<file path="config.mk">
export PLATFORM = sky130hd
export DESIGN_NAME = pic_top
export DESIGN_NICKNAME = d
export VERILOG_FILES = /design/src/logic/pic_pkg.sv /design/src/logic/pic_arbiter.sv /design/src/logic/pic_top.sv /design/src/logic/pic_wb_slave.sv
export SDC_FILE = /design/constraint.sdc
export NUM_CORES = 2
export LEC_CHECK = 0
export BUFFER_PORTS_ARGS = -buffer_cell sky130_fd_sc_hd__buf_4
export CAP_MARGIN = 20
export CORE_AREA = 2 2 250 301
export DETAILED_ROUTE_END_ITERATION = 6
export DIE_AREA = 0 0 252 303
export PLACE_DENSITY = 0.69
export SLEW_MARGIN = 20
export SYNTH_ARGS = -nofsm -noshare
export SYNTH_HDL_FRONTEND = slang
export SYNTH_SLANG_ARGS = --single-unit
</file>
<file path="constraint.sdc">
create_clock -name sys_clk -period 37.2 [get_ports sys_clk]
set_input_delay 0 -clock sys_clk [delete_from_list [all_inputs] [get_ports sys_clk]]
set_output_delay 0 -clock sys_clk [all_outputs]
set_load 0.01 [all_outputs]
</file>
<file path="src/logic/pic_pkg.sv">
// shared constants, types and decode helpers of the priority interrupt controller
package pic_pkg;

  // ==========================================================================
  // sizes
  localparam int unsigned NSRC      = 32;
  localparam int unsigned IDW       = 5;
  localparam int unsigned PRIOW     = 8;
  localparam int unsigned LVLW      = 3;
  localparam int unsigned AW        = 8;

  // ==========================================================================
  // register word indices (byte address is four times the index)
  localparam logic [5:0] W_GATE     = 6'h00;
  localparam logic [5:0] W_EN_SET   = 6'h02;
  localparam logic [5:0] W_EN_CLR   = 6'h03;
  localparam logic [5:0] W_PEND_SET = 6'h04;
  localparam logic [5:0] W_PEND_CLR = 6'h05;
  localparam logic [5:0] W_ACTIVE   = 6'h06;
  localparam logic [5:0] W_GROUP    = 6'h07;
  localparam logic [5:0] W_MASK     = 6'h08;
  localparam logic [5:0] W_EN_QSEL  = 6'h09;
  localparam logic [5:0] W_STATUS   = 6'h0a;
  localparam logic [5:0] W_PRIO0    = 6'h20;

  // ==========================================================================
  // field positions and values
  localparam int unsigned GATE_OPEN_BIT   = 0;
  localparam int unsigned GATE_PREV_BIT   = 1;
  localparam int unsigned GROUP_RAW_LSB   = 8;
  localparam int unsigned STAT_ID_LSB     = 8;
  localparam int unsigned STAT_VALID_BIT  = 16;
  localparam logic [2:0]  LVL_FULL        = 3'h3;
  localparam logic [3:0]  RUN_IDLE        = 4'h8;
  localparam logic [2:0]  LVL_MASK_ALL    = 3'h7;

  // ==========================================================================
  // carriers
  typedef struct packed {
    logic        wr;
    logic        rd;
    logic [5:0]  word;
    logic [31:0] wdata;
    logic [31:0] wmask;
  } pic_bus_t;

  typedef struct packed {
    logic        ack;
    logic        err;
    logic [31:0] rdat;
  } pic_wb_state_t;

  typedef struct packed {
    logic                  gate_open;
    logic                  gate_prev_closed;
    logic [31:0]           enable;
    logic [31:0]           pending;
    logic [31:0]           active;
    logic [31:0][7:0]      prio;
    logic [2:0]            grouping;
    logic [7:0]            mask;
    logic [4:0]            qsel;
    logic [31:0]           src_q;
    logic                  irq_out;
    logic [4:0]            irq_id;
  } pic_state_t;

  // ==========================================================================
  // helpers
  function automatic logic is_mapped(input logic [5:0] word);
    return word[5] || (word == W_GATE) || ((word >= W_EN_SET) && (word <= W_STATUS));
  endfunction

  // bits counted as preemption level; only three are implemented
  function automatic logic [2:0] preempt_bits(input logic [2:0] grouping);
    return (grouping >= LVL_FULL) ? LVL_FULL : grouping;
  endfunction

  // preemption key: level with its subpriority bits cleared
  function automatic logic [2:0] preempt_key(input logic [2:0] lvl, input logic [2:0] grouping);
    logic [2:0] keep;
    keep = LVL_MASK_ALL << (LVL_FULL - preempt_bits(grouping));
    return lvl & keep;
  endfunction

endpackage

</file>
<file path="src/logic/pic_arbiter.sv">
// picks the most urgent eligible source; equal levels go to the lower index
`timescale 1ns/1ns
`default_nettype none

module pic_arbiter (
  input  wire logic [31:0]       elig,
  input  wire logic [31:0][2:0]  lvl,
  output logic                   valid,
  output logic [4:0]             id,
  output logic [2:0]             best
);

  // ==========================================================================
  // strict compare while scanning upward keeps the lowest index on ties
  always_comb begin
    valid = 1'b0;
    id    = 5'h00;
    best  = 3'h7;
    for (int i = 0; i < 32; i++) begin
      if (elig[i] && (!valid || (lvl[i] < best))) begin
        valid = 1'b1;
        id    = 5'(i);
        best  = lvl[i];
      end
    end
  end

endmodule

`default_nettype wire

</file>
<file path="src/logic/pic_top.sv">
// priority interrupt controller: sources, priorities, masking and gated processor request
//
// What this block does
// - closed gate withholds request, enables kept
// - opened gate forwards request again, enables kept
// - gate state before last change is readable
// - enable query reads nonzero when source enabled
// - software pend acts like hardware request
// - pending waits for higher active handler
// - only enabled sources are dispatched
// - pend clear discards unserviced request
// - grouping sets preemption versus subpriority bits
// - grouping three to seven behave alike
// - grouping read reports preemption bit count
// - mask blocks levels at or above threshold
// - threshold four passes zero to three
// - mask read returns programmed threshold
// - only upper three priority bits compared
// - smaller value ranks higher, zero most urgent
// - highest ranking simultaneous request served first
// - thirty-two sources, eight levels, individually maskable
// - equal priority ties go to lower index
// - same preemption level chains, never preempts
// - per-source enable independent of peripheral
//
// Implementation choices: the register addresses and register access over Wishbone.
`timescale 1ns/1ns
`default_nettype none

module pic_top (
  input  wire logic              sys_clk,
  input  wire logic              rstn,
  input  wire logic              wb_cyc_i,
  input  wire logic              wb_stb_i,
  input  wire logic              wb_we_i,
  input  wire logic [7:0]        wb_adr_i,
  input  wire logic [3:0]        wb_sel_i,
  input  wire logic [31:0]       wb_dat_i,
  output logic                   wb_ack_o,
  output logic                   wb_err_o,
  output logic [31:0]            wb_dat_o,
  input  wire logic [31:0]       irq_src,
  output logic                   cpu_irq,
  output logic [4:0]             cpu_irq_id,
  input  wire logic              cpu_ack,
  input  wire logic              cpu_done,
  input  wire logic [4:0]        cpu_done_id
);

  // ==========================================================================
  // state and bus front end
  pic_pkg::pic_state_t s_r;
  pic_pkg::pic_state_t s_nxt;
  pic_pkg::pic_bus_t   bus;
  logic [31:0]         rd_value;

  pic_wb_slave u_wb (
    .sys_clk  (sys_clk),
    .rstn     (rstn),
    .wb_cyc_i (wb_cyc_i),
    .wb_stb_i (wb_stb_i),
    .wb_we_i  (wb_we_i),
    .wb_adr_i (wb_adr_i),
    .wb_sel_i (wb_sel_i),
    .wb_dat_i (wb_dat_i),
    .wb_ack_o (wb_ack_o),
    .wb_err_o (wb_err_o),
    .wb_dat_o (wb_dat_o),
    .rd_value (rd_value),
    .bus      (bus)
  );

  // ==========================================================================
  // per-source level, masking and eligibility
  logic [31:0][2:0] lvl;
  logic [31:0]      masked;
  logic [31:0]      elig;
  logic [2:0]       mask_lvl;

  assign mask_lvl = s_r.mask[7:5];

  genvar gi;
  generate
    for (gi = 0; gi < 32; gi++) begin : g_src
      assign lvl[gi]    = s_r.prio[gi][7:5];
      assign masked[gi] = (mask_lvl != 3'h0) && (lvl[gi] >= mask_lvl);
      assign elig[gi]   = s_r.pending[gi] && s_r.enable[gi] && !masked[gi];
    end
  endgenerate

  logic       win_valid;
  logic [4:0] win_id;
  logic [2:0] win_lvl;

  pic_arbiter u_arb (
    .elig  (elig),
    .lvl   (lvl),
    .valid (win_valid),
    .id    (win_id),
    .best  (win_lvl)
  );

  // ==========================================================================
  // running preemption level of active handlers
  logic [3:0] running;
  logic [2:0] win_key;
  logic       win_ok;

  always_comb begin
    running = pic_pkg::RUN_IDLE;
    for (int i = 0; i < 32; i++) begin
      if (s_r.active[i] && ({1'b0, pic_pkg::preempt_key(lvl[i], s_r.grouping)} < running)) begin
        running = {1'b0, pic_pkg::preempt_key(lvl[i], s_r.grouping)};
      end
    end
    win_key = pic_pkg::preempt_key(win_lvl, s_r.grouping);
    // equal preemption level waits for completion and is chained after it
    win_ok  = win_valid && ({1'b0, win_key} < running);
  end

  // ==========================================================================
  // next state
  logic [31:0] set_v;
  logic [31:0] clr_v;
  logic [31:0] wbits;
  logic        take;

  always_comb begin
    s_nxt       = s_r;
    wbits       = bus.wdata & bus.wmask;
    take        = cpu_ack && s_r.irq_out;
    set_v       = irq_src & ~s_r.src_q;
    clr_v       = 32'h0000_0000;
    s_nxt.src_q = irq_src;
    if (bus.wr) begin
      case (bus.word)
        pic_pkg::W_GATE: begin
          if (bus.wmask[0]) begin
            s_nxt.gate_prev_closed = !s_r.gate_open;
            s_nxt.gate_open        = bus.wdata[pic_pkg::GATE_OPEN_BIT];
          end
        end
        pic_pkg::W_EN_SET:   s_nxt.enable = s_r.enable | wbits;
        pic_pkg::W_EN_CLR:   s_nxt.enable = s_r.enable & ~wbits;
        pic_pkg::W_PEND_SET: set_v = set_v | wbits;
        pic_pkg::W_PEND_CLR: clr_v = wbits;
        pic_pkg::W_GROUP: begin
          if (bus.wmask[0]) begin
            s_nxt.grouping = bus.wdata[2:0];
          end
        end
        pic_pkg::W_MASK: begin
          if (bus.wmask[0]) begin
            s_nxt.mask = bus.wdata[7:0];
          end
        end
        pic_pkg::W_EN_QSEL: begin
          if (bus.wmask[0]) begin
            s_nxt.qsel = bus.wdata[4:0];
          end
        end
        default: begin
          if (bus.word[5] && bus.wmask[0]) begin
            s_nxt.prio[bus.word[4:0]] = bus.wdata[7:0];
          end
        end
      endcase
    end
    // a take in the finishing cycle keeps its source active
    if (cpu_done) begin
      s_nxt.active[cpu_done_id] = 1'b0;
    end
    if (take) begin
      clr_v[s_r.irq_id]        = 1'b1;
      s_nxt.active[s_r.irq_id] = 1'b1;
    end
    // a new request in the clearing cycle survives
    s_nxt.pending = (s_r.pending & ~clr_v) | set_v;
    s_nxt.irq_out = s_r.gate_open && win_ok && !take;
    s_nxt.irq_id  = win_id;
  end

  always_ff @(posedge sys_clk) begin
    if (!rstn) begin
      s_r <= '0;
    end else begin
      s_r <= s_nxt;
    end
  end

  // ==========================================================================
  // read mux
  always_comb begin
    rd_value = 32'h0000_0000;
    case (bus.word)
      pic_pkg::W_GATE: begin
        rd_value[pic_pkg::GATE_OPEN_BIT] = s_r.gate_open;
        rd_value[pic_pkg::GATE_PREV_BIT] = s_r.gate_prev_closed;
      end
      pic_pkg::W_EN_SET:   rd_value = s_r.enable;
      pic_pkg::W_EN_CLR:   rd_value = s_r.enable;
      pic_pkg::W_PEND_SET: rd_value = s_r.pending;
      pic_pkg::W_PEND_CLR: rd_value = s_r.pending;
      pic_pkg::W_ACTIVE:   rd_value = s_r.active;
      pic_pkg::W_GROUP: begin
        rd_value[2:0] = pic_pkg::preempt_bits(s_r.grouping);
        rd_value[pic_pkg::GROUP_RAW_LSB +: 3] = s_r.grouping;
      end
      pic_pkg::W_MASK:     rd_value[7:0] = s_r.mask;
      pic_pkg::W_EN_QSEL:  rd_value[0] = s_r.enable[s_r.qsel];
      pic_pkg::W_STATUS: begin
        rd_value[0] = s_r.irq_out;
        rd_value[pic_pkg::STAT_ID_LSB +: 5] = s_r.irq_id;
        rd_value[pic_pkg::STAT_VALID_BIT]   = win_valid;
      end
      default: begin
        if (bus.word[5]) begin
          rd_value[7:0] = s_r.prio[bus.word[4:0]];
        end
      end
    endcase
  end

  assign cpu_irq    = s_r.irq_out;
  assign cpu_irq_id = s_r.irq_id;

  logic better_exists;
  always_comb begin
    better_exists = 1'b0;
    for (int i = 0; i < 32; i++) begin
      if (elig[i] && ((lvl[i] < win_lvl) || ((lvl[i] == win_lvl) && (5'(i) < win_id)))) begin
        better_exists = 1'b1;
      end
    end
  end
endmodule

`default_nettype wire

</file>
<file path="src/logic/pic_wb_slave.sv">
// classic wishbone slave front end: handshake, decode and registered read data
`timescale 1ns/1ns
`default_nettype none

module pic_wb_slave (
  input  wire logic              sys_clk,
  input  wire logic              rstn,
  input  wire logic              wb_cyc_i,
  input  wire logic              wb_stb_i,
  input  wire logic              wb_we_i,
  input  wire logic [7:0]        wb_adr_i,
  input  wire logic [3:0]        wb_sel_i,
  input  wire logic [31:0]       wb_dat_i,
  output logic                   wb_ack_o,
  output logic                   wb_err_o,
  output logic [31:0]            wb_dat_o,
  input  wire logic [31:0]       rd_value,
  output pic_pkg::pic_bus_t      bus
);

  // ==========================================================================
  // state
  pic_pkg::pic_wb_state_t s_r;
  pic_pkg::pic_wb_state_t s_nxt;
  logic                   req_new;
  logic                   mapped;

  always_comb begin
    mapped  = pic_pkg::is_mapped(wb_adr_i[7:2]);
    req_new = wb_cyc_i && wb_stb_i && !s_r.ack && !s_r.err;
    s_nxt     = s_r;
    s_nxt.ack = req_new && mapped;
    s_nxt.err = req_new && !mapped;
    if (req_new) begin
      s_nxt.rdat = (mapped && !wb_we_i) ? rd_value : 32'h0000_0000;
    end
  end

  always_ff @(posedge sys_clk) begin
    if (!rstn) begin
      s_r <= '0;
    end else begin
      s_r <= s_nxt;
    end
  end

  // writes land on the edge where the master sees ack
  always_comb begin
    bus.wr    = wb_cyc_i && wb_stb_i && wb_we_i && s_r.ack;
    bus.rd    = req_new && mapped && !wb_we_i;
    bus.word  = wb_adr_i[7:2];
    bus.wdata = wb_dat_i;
    bus.wmask = {{8{wb_sel_i[3]}}, {8{wb_sel_i[2]}}, {8{wb_sel_i[1]}}, {8{wb_sel_i[0]}}};
  end

  assign wb_ack_o = s_r.ack;
  assign wb_err_o = s_r.err;
  assign wb_dat_o = s_r.rdat;

endmodule

`default_nettype wire

</file>
==> flow_metrics.py <==
metrics = {
    "status": {
        "status": "finished, violations left",
        "violations": "DRC",
    },
    "sta": {
        "relSlewSlack_pct": 16.8,
        "worstMarginPinSlew_ps": 1230,
        "finClkSkew_ps": 24.9,
        "setup_viol": 0,
        "grt_setup_unrepaired": "yes",
        "tns_ps": 0,
        "final_hold_viol_count": 0,
        "period_share_pct": 98.7,
        "clock.fmax_mhz": 27.2,
        "min_period_ps": 36730,
        "setup_ws_ps": 467,
        "finalMaxSlewViolations": 0,
    },
    "setup_path": {
        "critPathTopFamily": "compound AO/OA/AOI/OAI gates",
        "r2r_slack_ps": 470,
        "endpoint_kind": "flip-flop",
        "cp.arrival_ps": 37290,
        "rr_worst_depth": 221,
        "r2r-start": "mask_lvl[1]",
        "critPathMostFrequentCell": "ha_4",
        "cpPeakStageDelay_ps": 490,
        "cp_max_fo": 4,
        "cp.buffers_inverters": 26,
        "cp.required_ps": 37750,
        "r2r_end": "cpu_irq",
        "slowest_stage": "a2111oi_1",
        "critical_path_class": "flip-flop to flip-flop",
        "startpoint_type": "flip-flop",
    },
    "global_routing": {
        "grt.total_usage_pct": 30.8,
        "antenna_found_initial": 3,
        "grt_pass1_vias": 31700,
        "grt_pass1_wl_mm": 184,
        "overflow": 0,
        "grt_max_degree": 270,
    },
    "yosys": {
        "yosys_warnings": 0,
        "avgSynthCellArea_um2": 8.38,
        "synth_cell_types": 114,
        "async_reset_ff_share_pct": 0,
        "netlist_area_mm2": 0.0327,
        "synthFlopType": "dfxtp_1",
        "synth_edf_count": 0,
        "synth_seq_cells": 442,
        "synth_cells": 3906,
        "seq_area_frac_synth_pct": 27.0,
        "synth_nets": 4159,
    },
    "detailed_routing": {
        "totalWireLength_mm": 123,
        "wl_per_cell_um": 23.1,
        "avgViaCountPerCell": 6.21,
        "drtAntennaViolNets": 0,
        "drtIter0Drc": 3544,
        "firstDrtPassIters": 7,
        "num_vias": 33200,
        "drc_errors": 22,
    },
    "layout": {
        "fin_cells": 5348,
        "syn_to_final_growth_pct": 25.7,
        "n_antenna_cell": 0,
        "design_area_mm2": 0.0411,
        "fin_nets": 4619,
        "drive_gt1_share_pct": 24.4,
    },
    "placed_design": {
        "place_inst": 5126,
        "portBuffers": 125,
        "place.gp.congestion": 0.989,
        "pre_cts_slack_ps": -479,
        "hpwlAfterDp_mm": 86.1,
        "dpl-instance-area_mm2": 0.0373,
    },
    "floorplan": {
        "initial_core_util_pct": 44.6,
        "rows": 109,
        "design.die.area_mm2": 0.0764,
        "die_height_um": 303,
        "die_x_um": 252,
        "fp.coreArea_mm2": 0.0734,
        "io_pins": 128,
    },
    "cts": {
        "htreeDepth": 2,
        "cts.reportedPaths.clkPinSlew_ps": 60,
        "cts_root_buffer": "clkbuf_16",
        "clk-insertion-delay-late_ps": 620,
        "cts_buffer_depth": 3,
        "cts_tree": "done",
        "cts.sinks": 442,
        "cts_made_buffers": 47,
    },
    "pwr": {
        "ir_worst_vdd_v": 0.0000312,
        "total_power_mw": 1.07,
        "power.leakage_nw": 15.7,
        "power_density_mw_per_mm2": 26.0,
    },
    "worst_hold_path": {
        "whs_endpoint": "s_r[311]",
        "min_path_type": "primary input to flip-flop",
        "hp-start": "cpu_done_id[3]",
        "hold_depth": 4,
    },
    "flow_run": {
        "cap_viol_max_count": 0,
    },
}
power breakdown:
part           internal, mW  total (mW)  switching, mW  leakage [nW]
Combinational        0.0278      0.0655         0.0377          11.3
Clock                 0.309       0.521          0.212         0.835
Sequential            0.478       0.482        0.00386          3.58
area by class of cell:
class	instances	area (um2)
multi-input cells	3083	23800
inverters	160	609
well taps	943	1180
clock inverters	18	320
repair buffers	632	4980
flip-flops and latches	442	8850
clock buffers	70	1380
fillers	6503	32200
logic make-up after synthesis:
kind of cell             synth area share [%]
AND/OR/NAND/NOR                          22.1
AO/OA/AOI/OAI                            24.2
flip-flops                               27.0
multiplexers                             15.7
buffers and inverters                    4.49
adder cells (fa/ha/maj)                  6.52
timing repair:
item	CTS	global route
hold buffers	75	0
pin swaps	2	154
hold endpoints to repair	355	0
setup endpoints to repair	1	6
buffers inserted	2	56
resized for setup	16	215
sequential cells by signal, indices dropped and copies added, names as in the netlist, named ones only:
signal / count
cpu_irq: 1
cpu_irq_id: 5
lvl: 96
mask_lvl: 3
s_r: 271
u_wb.wb_ack_o: 1
u_wb.wb_dat_o: 32
u_wb.wb_err_o: 1
metrics by stage:
stage | util, % | hold WS [ps]
detailed placement | 50.9 | 216
global placement | 50.9 | 211
floorplan | - | 122
global route | 56.1 | 60.9
finish | 56.1 | 53.9
CTS | 54.3 | 7.62
how the worst max path moves through the flow:
stage / start / to / slack [ps] / cells past startpoint
2_1_floorplan: mask_lvl[1] / cpu_irq / 6 / 224
3_3_place_gp: s_r[53] / cpu_irq / -200 / 205
3_5_place_dp: s_r[53] / cpu_irq / -480 / 207
4_1_cts: mask_lvl[1] / cpu_irq / 10 / 221
5_1_grt: mask_lvl[1] / cpu_irq / -1630 / 229
6_report: mask_lvl[1] / cpu_irq / 470 / 221
layer usage:
metal | vias to the layer above | GRT usage [%] | routed length, um
li1 | 15300 | - | -
met1 | 16000 | 38.4 | 48900
met2 | 1490 | 50.7 | 56200
met3 | 455 | 3.77 | 9440
met4 | 2 | 19.7 | 8860
met5 | - | 0 | 13
worst min-delay path, cell delays in order:
cell and delay (ps):
buf_4 170, or3_1 210, o21ai_0 90, a21boi_0 150
synthesized netlist by cell type, types with 23 or more instances:
master      n  area, um2
a211oi_1   38        285
a21boi_0   71        533
a21o_1     59        443
a21oi_1   160        801
a22oi_1    27        203
a31oi_1    36        225
and2_1    104        651
buf_1      25       93.8
clkbuf_1  185        694
dfxtp_1   442       8850
ha_1      165       2060
inv_1     160        601
mux2_2     32        360
mux2i_1   278       2780
mux4_2     87       1960
nand2_1   408       1530
nand2b_1   71        444
nand3_1    73        365
nor2_1    260        976
nor2b_1   279       1750
nor3_1     46        230
o211a_1    49        490
o211ai_1   51        383
o21a_1     77        578
o21ai_0   198        991
o22ai_1    45        282
o311a_1    32        320
o31ai_1    26        195
or2_2      23        144
or3_1      30        188
placed cells by master (no fill, tap or decap), types with 22 or more instances in the layout:
cell           synthesis  final
a21oi_1              160    128
o22ai_1               45     45
o21a_1                77     76
a31oi_1               36     33
or3_1                 30     25
buf_4                  5    548
o21ai_1                8     22
inv_1                160    143
nor2b_1              279    276
o21ai_0              198    161
nand3_1               73     70
nor3_1                46     39
a22oi_1               27     25
dlygate4sd3_1          0     75
mux4_2                87     87
a21oi_2                1     30
clkbuf_16              0     48
ha_1                 165    137
nor2_1               260    234
o311a_1               32     32
nand2_1              408    394
o211a_1               49     49
a222oi_1              22     22
mux2i_1              278    268
dfxtp_1              442    438
and2_1               104     98
a21o_1                59     59
a21boi_0              71     62
o211ai_1              51     51
a211oi_1              38     31
nand2b_1              71     65
mux2_2                32     23
(Power assumes the default switching activity.)
